===== src/rwc_pkg.sv =====
// package of constants and types for the reset and watchdog control block
`default_nettype none

package rwc_pkg;

   // ==========================================================
   // pre-divider
   localparam int unsigned PREDIV_WIDTH = 15;
   localparam int unsigned TAP_TEN_BIT = 9;
   localparam int unsigned TAP_FIFTEEN_BIT = 14;
   localparam logic [14:0] PREDIV_RESET = 15'h0000;

   // ==========================================================
   // initial reset cycle
   localparam int unsigned RESET_CYCLE_TICKS = 16384;
   localparam int unsigned RST_CNT_WIDTH = 15;
   localparam logic [14:0] RST_CNT_RESET = 15'h0000;

   typedef enum logic {
      RWC_LEN_FIXED_COUNT,
      RWC_LEN_HALF_TAP15
   } rwc_len_sel_t;

   typedef enum logic [1:0] {
      RWC_IDLE,
      RWC_HOLD,
      RWC_CYCLE
   } rwc_state_t;

   // ==========================================================
   // core and watchdog
   localparam int unsigned PC_WIDTH = 12;
   localparam logic [11:0] PC_RESET = 12'h000;
   localparam int unsigned WDT_WIDTH = 9;
   localparam logic [8:0] WDT_RESET = 9'h000;
   localparam int unsigned WDT_OVF_8 = 8;
   localparam int unsigned WDT_OVF_64 = 64;
   localparam int unsigned WDT_OVF_512 = 512;
   localparam logic [7:0] SF_WDT_OPERAND = 8'h10;

   // ==========================================================
   // state that the rest of the chip takes while reset is active
   typedef struct packed {
      logic coreReset;
      logic [11:0] pcValue;
      logic clearCoreFlags;
      logic portsInput;
      logic pullDownThirdFourth;
      logic debounceTapTen;
      logic toneBaseQuarterOff;
      logic converterOff;
      logic timersOff;
      logic segForce;
      logic segLevel;
      logic slowClockSel;
   } rwc_init_t;

   localparam rwc_init_t INIT_IDLE = '{
      coreReset: 1'b0, pcValue: 12'h000, clearCoreFlags: 1'b0, portsInput: 1'b0,
      pullDownThirdFourth: 1'b0, debounceTapTen: 1'b0, toneBaseQuarterOff: 1'b0,
      converterOff: 1'b0, timersOff: 1'b0, segForce: 1'b0, segLevel: 1'b0,
      slowClockSel: 1'b0};

endpackage

`default_nettype wire


===== src/rwc_reset_ctrl.sv =====
// reset sequencer with pre-divider and watchdog for the 4-bit core
`default_nettype none

module rwc_reset_ctrl #(
   parameter rwc_pkg::rwc_len_sel_t LEN_SEL = rwc_pkg::RWC_LEN_FIXED_COUNT,
   parameter int unsigned RESET_TICKS = rwc_pkg::RESET_CYCLE_TICKS,
   parameter int unsigned WDT_OVF_PERIODS = rwc_pkg::WDT_OVF_512,
   parameter bit SEG_ALL_ON = 1'b1,
   parameter bit DUAL_CLOCK = 1'b1
) (
   // clock and reset
   input wire logic core_clk,
   input wire logic nrst,
   // reset sources from pins and the power-on detector
   input wire logic powerOnReq,
   input wire logic resetPin,
   input wire logic ioPortResetReq,
   // time base from the crystal side, one-cycle enable per base clock
   input wire logic prediv_base_clock,
   // core side
   input wire logic flag_set_instruction,
   input wire logic [7:0] flagOperand,
   input wire logic haltOrStop,
   // reset state towards the chip
   output rwc_pkg::rwc_init_t initState_q,
   output logic watchdogResetCause_q,
   // time base taps
   output logic [rwc_pkg::PREDIV_WIDTH-1:0] prediv_q,
   output logic prediv_tap_ten_q,
   // watchdog state
   output logic watchdog_enabled_flag_q,
   output logic [rwc_pkg::WDT_WIDTH-1:0] watchdog_counter_q,
   output logic watchdogOverflow_q
);

   localparam logic [14:0] LAST_TICK = 15'(RESET_TICKS - 1);
   localparam logic [9:0] TAP_TEN_WRAP = 10'h3ff;

   // ==========================================================
   // decode of the watchdog clear command
   function automatic logic isWatchdogKick(input logic strobe, input logic [7:0] operand);
      isWatchdogKick = strobe && (operand == rwc_pkg::SF_WDT_OPERAND);
   endfunction

   // ==========================================================
   // synchronised request levels
   logic [2:0] reqSync;
   logic powerOnLvl;
   logic pinLvl;
   logic ioLvl;
   logic levelReq;
   logic hardReq;

   rwc_sync #(
      .WIDTH(3)
   ) u_sync (
      .core_clk(core_clk),
      .nrst(nrst),
      .asyncIn({ioPortResetReq, resetPin, powerOnReq}),
      .syncOut_q(reqSync)
   );

   assign powerOnLvl = reqSync[0];
   assign pinLvl = reqSync[1];
   assign ioLvl = reqSync[2];
   assign hardReq = powerOnLvl || pinLvl;
   assign levelReq = hardReq || ioLvl;

   // ==========================================================
   // sequencer state
   rwc_pkg::rwc_state_t state_q;
   rwc_pkg::rwc_state_t state_d;
   logic [rwc_pkg::RST_CNT_WIDTH-1:0] cycleCnt_q;
   logic hardCycle_q;
   logic tap15Prev_q;
   logic cycleDone;
   logic inReset;
   logic wdtOvf;
   logic wdtStop;
   logic kick;
   logic tapTenTick;

   assign inReset = (state_q != rwc_pkg::RWC_IDLE);
   assign kick = isWatchdogKick(flag_set_instruction, flagOperand) && !inReset;
   assign tapTenTick = prediv_base_clock && (prediv_q[9:0] == TAP_TEN_WRAP);

   // the tap-fifteen option ends on its first edge after the upper stages were cleared
   always_comb begin
      if (LEN_SEL == rwc_pkg::RWC_LEN_HALF_TAP15) begin
         cycleDone = (prediv_q[rwc_pkg::TAP_FIFTEEN_BIT] != tap15Prev_q);
      end else begin
         cycleDone = prediv_base_clock && (cycleCnt_q == LAST_TICK);
      end
   end

   always_comb begin
      state_d = state_q;
      case (state_q)
         rwc_pkg::RWC_IDLE: begin
            if (levelReq) begin
               state_d = rwc_pkg::RWC_HOLD;
            end else if (wdtOvf) begin
               state_d = rwc_pkg::RWC_CYCLE;
            end
         end
         rwc_pkg::RWC_HOLD: begin
            if (!levelReq) begin
               state_d = rwc_pkg::RWC_CYCLE;
            end
         end
         rwc_pkg::RWC_CYCLE: begin
            if (levelReq) begin
               state_d = rwc_pkg::RWC_HOLD;
            end else if (cycleDone && !wdtOvf) begin
               state_d = rwc_pkg::RWC_IDLE;
            end
         end
         default: begin
            state_d = rwc_pkg::RWC_HOLD;
         end
      endcase
   end

   always_ff @(posedge core_clk) begin
      if (!nrst) begin
         state_q <= rwc_pkg::RWC_HOLD;
      end else begin
         state_q <= state_d;
      end
   end

   // ==========================================================
   // length count, restarted by any fresh request
   always_ff @(posedge core_clk) begin
      if (!nrst) begin
         cycleCnt_q <= rwc_pkg::RST_CNT_RESET;
      end else if (state_q != rwc_pkg::RWC_CYCLE || wdtOvf) begin
         cycleCnt_q <= rwc_pkg::RST_CNT_RESET;
      end else if (prediv_base_clock && cycleCnt_q != LAST_TICK) begin
         cycleCnt_q <= cycleCnt_q + 15'h0001;
      end
   end

   always_ff @(posedge core_clk) begin
      if (!nrst) begin
         tap15Prev_q <= 1'b0;
      end else if (state_q != rwc_pkg::RWC_CYCLE || wdtOvf) begin
         tap15Prev_q <= 1'b0;
      end else begin
         tap15Prev_q <= prediv_q[rwc_pkg::TAP_FIFTEEN_BIT];
      end
   end

   // power-on or pin cause; the watchdog must stay stopped for the whole cycle
   always_ff @(posedge core_clk) begin
      if (!nrst) begin
         hardCycle_q <= 1'b1;
      end else if (hardReq) begin
         hardCycle_q <= 1'b1;
      end else if (state_d == rwc_pkg::RWC_IDLE) begin
         hardCycle_q <= 1'b0;
      end
   end

   always_ff @(posedge core_clk) begin
      if (!nrst) begin
         watchdogResetCause_q <= 1'b0;
      end else if (levelReq) begin
         watchdogResetCause_q <= 1'b0;
      end else if (wdtOvf) begin
         watchdogResetCause_q <= 1'b1;
      end
   end

   // ==========================================================
   // pre-divider; a watchdog reset clears only the stages above tap ten
   always_ff @(posedge core_clk) begin
      if (!nrst) begin
         prediv_q <= rwc_pkg::PREDIV_RESET;
      end else if (state_q == rwc_pkg::RWC_HOLD) begin
         prediv_q <= rwc_pkg::PREDIV_RESET;
      end else if (wdtOvf) begin
         // low stages keep stepping so the time base loses no base clock
         prediv_q <= {5'h00, prediv_q[9:0] + {9'h000, prediv_base_clock}};
      end else if (prediv_base_clock) begin
         prediv_q <= prediv_q + 15'h0001;
      end
   end

   always_ff @(posedge core_clk) begin
      if (!nrst) begin
         prediv_tap_ten_q <= 1'b0;
      end else begin
         prediv_tap_ten_q <= tapTenTick;
      end
   end

   // ==========================================================
   // watchdog; an overflow does not stop it, only a hard cycle does
   assign wdtStop = hardCycle_q && inReset;
   assign wdtOvf = watchdogOverflow_q;

   rwc_watchdog #(
      .OVF_PERIODS(WDT_OVF_PERIODS)
   ) u_wdt (
      .core_clk(core_clk),
      .nrst(nrst),
      .stopClr(wdtStop),
      .kick(kick),
      .tapTenTick(tapTenTick),
      .pause(haltOrStop),
      .wdtEnabled_q(watchdog_enabled_flag_q),
      .wdtCount_q(watchdog_counter_q),
      .wdtOverflow_q(watchdogOverflow_q)
   );

   // ==========================================================
   // reset state driven to the chip, registered from state_d so it changes in the same cycle as state_q
   always_ff @(posedge core_clk) begin
      if (!nrst) begin
         initState_q <= rwc_pkg::INIT_IDLE;
         initState_q.coreReset <= 1'b1;
      end else if (state_d != rwc_pkg::RWC_IDLE) begin
         initState_q.coreReset <= 1'b1;
         initState_q.pcValue <= rwc_pkg::PC_RESET;
         initState_q.clearCoreFlags <= 1'b1;
         initState_q.portsInput <= 1'b1;
         initState_q.pullDownThirdFourth <= 1'b1;
         initState_q.debounceTapTen <= 1'b1;
         initState_q.toneBaseQuarterOff <= 1'b1;
         initState_q.converterOff <= 1'b1;
         initState_q.timersOff <= 1'b1;
         initState_q.segForce <= 1'b1;
         initState_q.segLevel <= SEG_ALL_ON;
         initState_q.slowClockSel <= DUAL_CLOCK;
      end else begin
         initState_q <= rwc_pkg::INIT_IDLE;
      end
   end

endmodule

`default_nettype wire


===== src/rwc_sync.sv =====
// three-stage input synchroniser that accepts a change once stages two and three agree
`default_nettype none

module rwc_sync #(
   parameter int unsigned WIDTH = 1
) (
   // clock and reset
   input wire logic core_clk,
   input wire logic nrst,
   // asynchronous inputs
   input wire logic [WIDTH-1:0] asyncIn,
   // filtered level
   output logic [WIDTH-1:0] syncOut_q
);

   logic [WIDTH-1:0] stage1_q;
   logic [WIDTH-1:0] stage2_q;
   logic [WIDTH-1:0] stage3_q;

   // ==========================================================
   // stage one feeds stage two only
   always_ff @(posedge core_clk) begin
      if (!nrst) begin
         stage1_q <= '0;
         stage2_q <= '0;
         stage3_q <= '0;
      end else begin
         stage1_q <= asyncIn;
         stage2_q <= stage1_q;
         stage3_q <= stage2_q;
      end
   end

   genvar i;
   generate
      for (i = 0; i < WIDTH; i++) begin : g_bit
         always_ff @(posedge core_clk) begin
            if (!nrst) begin
               syncOut_q[i] <= 1'b0;
            end else if (stage2_q[i] == stage3_q[i]) begin
               syncOut_q[i] <= stage3_q[i];
            end
         end
      end
   endgenerate

endmodule

`default_nettype wire


===== src/rwc_watchdog.sv =====
// nine-bit watchdog counter clocked by the tenth pre-divider tap
`default_nettype none

module rwc_watchdog #(
   parameter int unsigned OVF_PERIODS = rwc_pkg::WDT_OVF_512
) (
   // clock and reset
   input wire logic core_clk,
   input wire logic nrst,
   // control
   input wire logic stopClr,
   input wire logic kick,
   input wire logic tapTenTick,
   input wire logic pause,
   // state
   output logic wdtEnabled_q,
   output logic [rwc_pkg::WDT_WIDTH-1:0] wdtCount_q,
   output logic wdtOverflow_q
);

   localparam logic [8:0] LAST_COUNT = 9'(OVF_PERIODS - 1);

   logic atLast;
   logic advance;

   assign advance = wdtEnabled_q && tapTenTick && !pause;
   assign atLast = (wdtCount_q == LAST_COUNT);

   // ==========================================================
   // enabled flag: power-on or pin cycle clears, flag-set command sets
   always_ff @(posedge core_clk) begin
      if (!nrst) begin
         wdtEnabled_q <= 1'b0;
      end else if (stopClr) begin
         wdtEnabled_q <= 1'b0;
      end else if (kick) begin
         wdtEnabled_q <= 1'b1;
      end
   end

   // ==========================================================
   // counter; a kick in the same cycle as overflow wins, so no reset follows
   always_ff @(posedge core_clk) begin
      if (!nrst) begin
         wdtCount_q <= rwc_pkg::WDT_RESET;
      end else if (stopClr || kick) begin
         wdtCount_q <= rwc_pkg::WDT_RESET;
      end else if (advance) begin
         wdtCount_q <= atLast ? rwc_pkg::WDT_RESET : wdtCount_q + 9'h001;
      end
   end

   always_ff @(posedge core_clk) begin
      if (!nrst) begin
         wdtOverflow_q <= 1'b0;
      end else begin
         wdtOverflow_q <= advance && atLast && !stopClr && !kick;
      end
   end

endmodule

`default_nettype wire

===== config.mk =====
export PLATFORM = sky130hd
export DESIGN_NAME = rwc_reset_ctrl
export DESIGN_NICKNAME = d
export VERILOG_FILES = /design/src/rwc_pkg.sv /design/src/rwc_reset_ctrl.sv /design/src/rwc_sync.sv /design/src/rwc_watchdog.sv
export SDC_FILE = /design/constraint.sdc
export NUM_CORES = 1
export LEC_CHECK = 0
export BUFFER_PORTS_ARGS = -buffer_cell sky130_fd_sc_hd__clkbuf_2
export CORE_MARGIN = 1
export CORE_UTILIZATION = 48
export DETAILED_ROUTE_END_ITERATION = 12
export PLACE_DENSITY_LB_ADDON = 0.3
export SLEW_MARGIN = 20
export SYNTH_ARGS = -nofsm -noshare
export SYNTH_HDL_FRONTEND = slang
export SYNTH_HIERARCHICAL = 1
export SYNTH_SLANG_ARGS = --single-unit

===== constraint.sdc =====
create_clock -name core_clk -period 1.86 [get_ports core_clk]
set_input_delay 0.186 -clock core_clk [delete_from_list [all_inputs] [get_ports core_clk]]
set_output_delay 0.186 -clock core_clk [all_outputs]
set_load 0.1 [all_outputs]

==> impl_results.md, run 1 <==
- Status: complete, no violations
- IO buf count: 54
- Root Driver: clkbuf_8
- Setup crit end kind: flip-flop
- Synth Area in Compound Gates: 13.1%
- Adder-Cell Fraction of Synth Area: ~2.6%
- Area leader, netlist: dfxtp_1
- Power per cell area: between 700 and 800 nW/um^2
- Hold Vio Cnt, Final: 0
- Die area: around 6400 um^2
- Diodes inserted: 0
- Seq/Total Area, Yosys: approximately 41%
- Pleak: roughly 1.4 nW
- Global-route usage over all layers: approximately a fifth
- CTS Sinks: 60
- Final hold slack: ~0.064 ns
- WP depth: 5
- Worst-Skew Late Latency: 0.34 ns
- Synthesis-to-finish area growth: 19.9%
- Design Power: ~2.8 mW
- Largest net degree at the start of global routing: 21
- 1st-pass router iterations: 4
- Num CTS Buffers: 9
- Final nets: a little over 400
- Drc violations: 0
- Post-synth EDFFs: 0
- Bufs and invs on worst path: 0
- CP startpoint: cycleCnt_q[0]
- Cells after Synth: 321
- Reg-to-reg endpoint: initState_q[9]
- Async SR Flop Fraction: 0%
- DRT Wirelength: about 5.8 mm
- Flop2flop setup slack: 0.10 ns
- # IOs: 67
- CTS tree: done
- Reg-to-reg startpoint: cycleCnt_q[0]
- Post-synthesis instance area: just under 3000 um^2
- Detail Route Antenna Nets: 0
- Crit-path max cell delay: roughly 0.45 ns
- Vias in the first global route: 2190
- Simple-gate share of the synthesized area: 28.9%
- Mux cell area share after synthesis: 1.72%
- Synth area leaders: dfxtp_1 (41%), buf_4 (5.4%), a21oi_1 (3.6%), xnor2_1 (3.6%), nand2_1 (3.5%)
- RSZ-0062 raised after global routing: no
- Vias per std cell: about 5.4
- Post-Synth XOR/XNOR Area: between 3 and 4%
- Yosys reg bits: 60
- Clock transition at path regs: roughly 0.06 ns
- Worst EP arrival: between 1.5 and 2 ns
- Die H: roughly 80 um
- CP max-delay cell: a2111o_1
- Syn Area/Cell: 9.04 um^2
- Final setup viols: 0
- Post-synth top area share: between 40 and 50%
- Core area: 5680 um^2
- # placed instances: 441
- Slew Limit Headroom: slightly above 60%
- Final-report max-slew violation count: 0
- Starting Density: roughly half
- Netlist cell types: 59
- Fmax: 569 MHz
- Kind of critical path: reg2reg
- Tcrit/Tclk final: between 90% and 100%
- Crit path max fanout: 5
- Design area: approximately 3500 um^2
- CP Launch Type: flip-flop
- Gr ovfl total: 0
- Main combinational cell family by area after synthesis: simple AND/OR/NAND/NOR gates
- Crit path capture: initState_q[9]
- Max-cap violations: 0
- DRT iter0 DRCs: approximately 180
- Minimum clock period: roughly 1.8 ns
- Global-route wire length before repair: 9.78 mm
- H-tree depth: 3
- Row count: 27
- R2r worst-path depth: 5
- Top FF cell, synth: dfxtp_1
- Wire per inst: between 10 and 15 um
- Max clock buf depth: 2
- WP data required: between 2 and 2.5 ns
- CTS Hold Bufs: 0
- Clock skew: between 0.007 and 0.008 ns
- Placed cell areas: around 3300 um^2
- Maximum vdd drop: about 460 uV
- Die W: 79.8 um
- Share of layout cells above drive strength 1: between 30% and 40%
- CP top delay family: compound AO/OA/AOI/OAI gates
- Final cell count without fillers: 460
- Placer congestion estimate: roughly 0.8
- DPL Wire Length: 4.20 mm
- Synth warn: 6
- Worst min-delay path category: in2reg
- Via Count: 2482
- Initial antenna violation count: 0
- CP cell instances: ha_2 > and4_4 > nand4_4 > a2111o_1 > o31a_1
- Slew @ Worst Pin: around 0.57 ns
Yosys cell counts, types with 2 or more instances:
| cell type | count |
|---|---|
| and4_4 | 3 |
| clkbuf_1 | 5 |
| buf_6 | 3 |
| o21ai_0 | 10 |
| o21a_1 | 2 |
| and2_2 | 7 |
| buf_2 | 2 |
| nand3b_1 | 4 |
| nand2_1 | 27 |
| or3b_2 | 2 |
| a21boi_0 | 2 |
| nor3_1 | 5 |
| and2_1 | 6 |
| a211oi_1 | 3 |
| or2_1 | 2 |
| xnor2_1 | 12 |
| nor2_1 | 23 |
| nor3b_1 | 2 |
| dfxtp_1 | 60 |
| nor4_1 | 6 |
| mux2i_1 | 5 |
| buf_4 | 21 |
| nor4b_1 | 3 |
| nand2b_1 | 2 |
| a21oi_1 | 21 |
| inv_1 | 5 |
| o31ai_1 | 7 |
| or3_1 | 5 |
| ha_1 | 6 |
| and3_1 | 2 |
| or4_1 | 8 |
| a31oi_1 | 2 |
| or2_2 | 2 |
| nand3_1 | 14 |
| nand4_1 | 8 |
how the worst min path moves through the flow:
stage	start	end	slack, ns	cells past startpoint
after global placement	ioPortResetReq	u_sync/stage1_q[2]	0.41	2
final	resetPin	u_sync/stage1_q[1]	0.06	2
after CTS	ioPortResetReq	u_sync/stage1_q[2]	0.06	2
after global routing	ioPortResetReq	u_sync/stage1_q[2]	0.06	2
after floorplan	nrst	prediv_tap_ten_q	0.31	1
after detailed placement	ioPortResetReq	u_sync/stage1_q[2]	0.41	2
cell usage in the layout (no fill, tap or decap), types with 12 or more instances in the layout:
cell	instances
clkbuf_2	54
xnor2_1	12
nor2_1	23
dfxtp_1	40
conb_1	12
buf_4	17
a21oi_1	21
dfxtp_4	12
nand2_1	27
nand3_1	13
routing by layer:
layer  global-route usage [%]  up-vias  wire, um
met1                     25.3     1150      2740
li1                         -     1266         -
met4                     6.79        0        37
met3                     6.74        4       297
met5                        0        -         0
met2                     31.7       62      2700
metrics by stage:
step	utilization, %	setup WS (ns)	TNS [ns]
after global routing	61.3	0.0219	0
after detailed placement	57.7	0.0564	0
final	61.3	0.103	0
after CTS	60.7	0.0460	0
after floorplan	-	-0.0813	-0.441
after global placement	57.7	0.112	0
cells by family after synthesis:
kind of cell,count (synthesis)
AND/OR/NAND/NOR,141
buffers and inverters,36
adder cells (fa/ha/maj),6
flip-flops,60
XOR/XNOR,13
AO/OA/AOI/OAI,59
multiplexers,5
other,1
cell type report:
cell class                 instances  area [um^2]
clock buffer                      14          163
multi-input combinational        236         1540
clock inverter                     2         10.0
timing repair buffer              71          398
tap                               72         90.1
sequential                        60         1260
inverter                           5         18.8
fill                             500         2200
sequential cells by signal (all words and copies together) (netlist names):
register              count
cycleCnt_q               15
hardCycle_q               1
initState_q               2
prediv_q                 15
prediv_tap_ten_q          1
state_q                   2
u_sync/stage1_q           3
u_sync/stage2_q           3
u_sync/stage3_q           3
u_sync/syncOut_q          3
u_wdt/wdtCount_q          9
u_wdt/wdtEnabled_q        1
u_wdt/wdtOverflow_q       1
watchdogResetCause_q      1
repair_timing:
action                     4_1_cts  5_1_grt
setup buffers                    0        3
hold endpoints to repair         0        0
gates resized for setup          0        3
setup endpoints to repair        0        7
where the power goes:
part | internal [mW] | total (mW) | switching, mW | leakage (nW)
Combinational | 0.0771 | 0.434 | 0.357 | 0.798
Clock | 0.553 | 1.04 | 0.482 | 0.0905
Sequential | 1.29 | 1.31 | 0.0192 | 0.500
Total | 1.92 | 2.78 | 0.858 | 1.39
Power figures use the tool's default switching activity.
==> inputs of run 2 (changes only) <==
--- a/config.mk
+++ b/config.mk
@@ -7,7 +7,8 @@
 export LEC_CHECK = 0
 export BUFFER_PORTS_ARGS = -buffer_cell sky130_fd_sc_hd__clkbuf_2
 export CORE_MARGIN = 1
-export CORE_UTILIZATION = 48
+export CORE_UTILIZATION = 50
+export CTS_BUF_LIST = sky130_fd_sc_hd__clkbuf_4 sky130_fd_sc_hd__clkbuf_8
 export DETAILED_ROUTE_END_ITERATION = 12
 export PLACE_DENSITY_LB_ADDON = 0.3
 export SLEW_MARGIN = 20
==> impl_results.md, run 2 (synthesized netlist as in run 1, its figures left out) <==
- Max clock buf depth: 2 (unchanged)
- Maximum vdd drop: 637 uV (was 460 uV)
- Sw frac: 30.0% (was 30.9%)
- Clk pwr share: 39.9% (was 37.3%)
- Kind of critical path: reg2reg (unchanged)
- Reg-to-reg startpoint: cycleCnt_q[0] (unchanged)
- Cell internal pwr: 2.03 mW (was 1.92 mW)
- Num CTS Buffers: 9 (unchanged)
- Detail Route Antenna Nets: 0 (unchanged)
- Vias per std cell: 5.42 (was 5.40)
- Hold Path Stages: 2 (unchanged)
- Global-route wire length before repair: 9.86 mm (was 9.78 mm)
- Slew Limit Headroom: 63.6% (was 62.4%)
- Minimum clock period: 1.76 ns (about the same)
- Sum Neg Setup Slack: 0 ns (unchanged)
- Initial antenna violation count: 0 (unchanged)
- Met2 usage: 33.3% (was 31.7%)
- Reg area: 1260 um^2 (unchanged)
- Worst-Skew Late Latency: 0.33 ns (was 0.34 ns)
- R2r worst-path depth: 5 (unchanged)
- Drc violations: 0 (unchanged)
- Fmax: 567 MHz (was 569 MHz)
- Diodes inserted: 0 (unchanged)
- Final worst setup slack: 0.0971 ns (was 0.103 ns)
- Clock skew: 0.0124 ns (was 0.00754 ns)
- Clock transition at path regs: 0.07 ns (was 0.06 ns)
- M3 GR Usage: 4.88% (was 6.74%)
- Sequential power share: 45.2% (was 47.1%)
- Via Count: 2508 (was 2482)
- Wire per inst: 12.7 um (was 12.6 um)
- Die area: 6110 um^2 (was 6360 um^2)
- Core area: 5540 um^2 (was 5680 um^2)
- Flop2flop setup slack: 0.1 ns (was 0.10 ns)
- Commonest cells after routing, fill and taps aside: clkbuf_2 (54), dfxtp_1 (40), nand2_1 (27) (unchanged)
- Max-cap violations: 0 (unchanged)
- Most Crowded Layer GR: met2 (unchanged)
- Hold EP: u_sync/stage1_q[2] (was u_sync/stage1_q[1])
- Min-delay src: ioPortResetReq (was resetPin)
- Fill cells: 490 (was 500)
- Status: complete, no violations (unchanged)
- Vias in the first global route: 2230 (was 2190)
- Placer congestion estimate: 0.795 (was 0.797)
- Root Driver: clkbuf_8 (unchanged)
- Largest net degree at the start of global routing: 21 (unchanged)
- Power per cell area: 822 nW/um^2 (was 799 nW/um^2)
- Worst EP arrival: 1.97 ns (was 1.99 ns)
- Biggest regs: cycleCnt_q x15, prediv_q x15, u_wdt/wdtCount_q x9 (unchanged)
- Crit path max fanout: 5 (unchanged)
- Setup WS pre-CTS: 0.0642 ns (was 0.0564 ns)
- Share of layout cells above drive strength 1: 34.5% (was 33.5%)
- Design area: 3520 um^2 (was 3480 um^2)
- DRT iter0 DRCs: 102 (was 175)
- Reg-to-reg endpoint: initState_q[9] (unchanged)
- DRT Wirelength: 5.89 mm (was 5.77 mm)
- Final nets: 408 (was 405)
- CTS tree: done (unchanged)
- Slew @ Worst Pin: 0.548 ns (was 0.567 ns)
- Commonest non-fill, non-tap cell in the layout: clkbuf_2 (unchanged)
- IO buf count: 54 (unchanged)
- Placed cell areas: 3280 um^2 (was 3270 um^2)
- Final setup viols: 0 (unchanged)
- Hold Vio Cnt, Final: 0 (unchanged)
- Worst min-delay path category: in2reg (unchanged)
- Setup crit end kind: flip-flop (unchanged)
- Die W: 78.2 um (was 79.8 um)
- Global-route usage over all layers: 20.4% (was 20.0%)
- Final-report max-slew violation count: 0 (unchanged)
- # IOs: 67 (unchanged)
- 1st-pass router iterations: 4 (unchanged)
- Design Power: 2.90 mW (was 2.78 mW)
- CP Launch Type: flip-flop (unchanged)
- Tcrit/Tclk final: 94.8% (was 94.5%)
- Multi-input gate area: 1540 um^2 (about the same)
- CTS Sinks: 60 (unchanged)
- Met1 Resource Use GR: 25.7% (was 25.3%)
- Pleak: 1.42 nW (was 1.39 nW)
- Logic pwr share: 14.9% (was 15.6%)
- H-tree depth: 3 (unchanged)
- Psw: 0.869 mW (was 0.858 mW)
- DPL Wire Length: 4.24 mm (was 4.20 mm)
- Starting Density: 52.4% (was 51.1%)
- WP data required: 2.07 ns (was 2.09 ns)
- Synthesis-to-finish area growth: 21.4% (was 19.9%)
- Gr ovfl total: 0 (unchanged)
- RSZ-0062 raised after global routing: no (unchanged)
- Die H: 78.2 um (was 79.8 um)
- Row count: 27 (unchanged)
[run 2: cell types whose count changed in the layout (fill, tap and decap cells not counted), sizes merged]
cell and change:
buf +3, bufinv +1, clkinvlp +1, clkbuf -3, clkinv +1
[run 2: worst max-delay path by stage]
stage,start,endpoint,cells past startpoint
final,cycleCnt_q[0],initState_q[9],5
after global routing,prediv_q[1],u_wdt/wdtCount_q[7],7
after CTS,prediv_q[1],u_wdt/wdtCount_q[6],6
after detailed placement,prediv_q[1],u_wdt/wdtCount_q[6],6
after global placement,prediv_q[1],u_wdt/wdtCount_q[3],6
after floorplan,prediv_q[1],u_wdt/wdtCount_q[7],7
[run 2: timing repair]
action | CTS | global route
hold buffers | 0 | 0
gates resized for setup | 0 | 2
endpoints found under the setup margin | 0 | 8
buffers inserted | 0 | 5
[run 2: power groups by stage]
stage	Clock, mW	Sequential (mW)	Combinational (mW)
finish	1.16	1.31	0.433
detailed placement	0	1.34	0.432
floorplan	0	1.38	0.360
CTS	1.19	1.31	0.433
global route	1.24	1.31	0.454
global placement	0	1.34	0.429
[run 2: layout make-up]
| class | instances | area share (%) |
|---|---|---|
| clock buffer | 11 | 4.12 |
| clock inverter | 5 | 1.49 |
| inverter | 5 | 0.533 |
| multi-input combinational | 236 | 43.7 |
| sequential | 60 | 35.7 |
| tap | 72 | 2.56 |
| timing repair buffer | 74 | 11.9 |
[run 2: per-stage QoR]
stage | hold WS (ns) | util (%) | instances
after floorplan | 0.308 | - | 332
after global placement | 0.407 | 59.2 | 442
after detailed placement | 0.410 | 59.2 | 442
after CTS | 0.0557 | 62.8 | 458
after global routing | 0.0637 | 63.6 | 463
final | 0.0761 | 63.6 | 463
[run 2: routing by layer]
metal / routed length [um] / part of all wire [%]
met3: 261 / 4.4
met1: 2830 / 48
met4: 54 / 0.92
met5: 0 / 0
met2: 2740 / 47
[run 2: worst max-delay path, stage by stage, from the launching register on]
cell,delay [ns]
dfxtp_1,0.39
ha_1,0.21
and4_4,0.27
nand4_4,0.07
a2111o_1,0.46
o31a_1,0.26
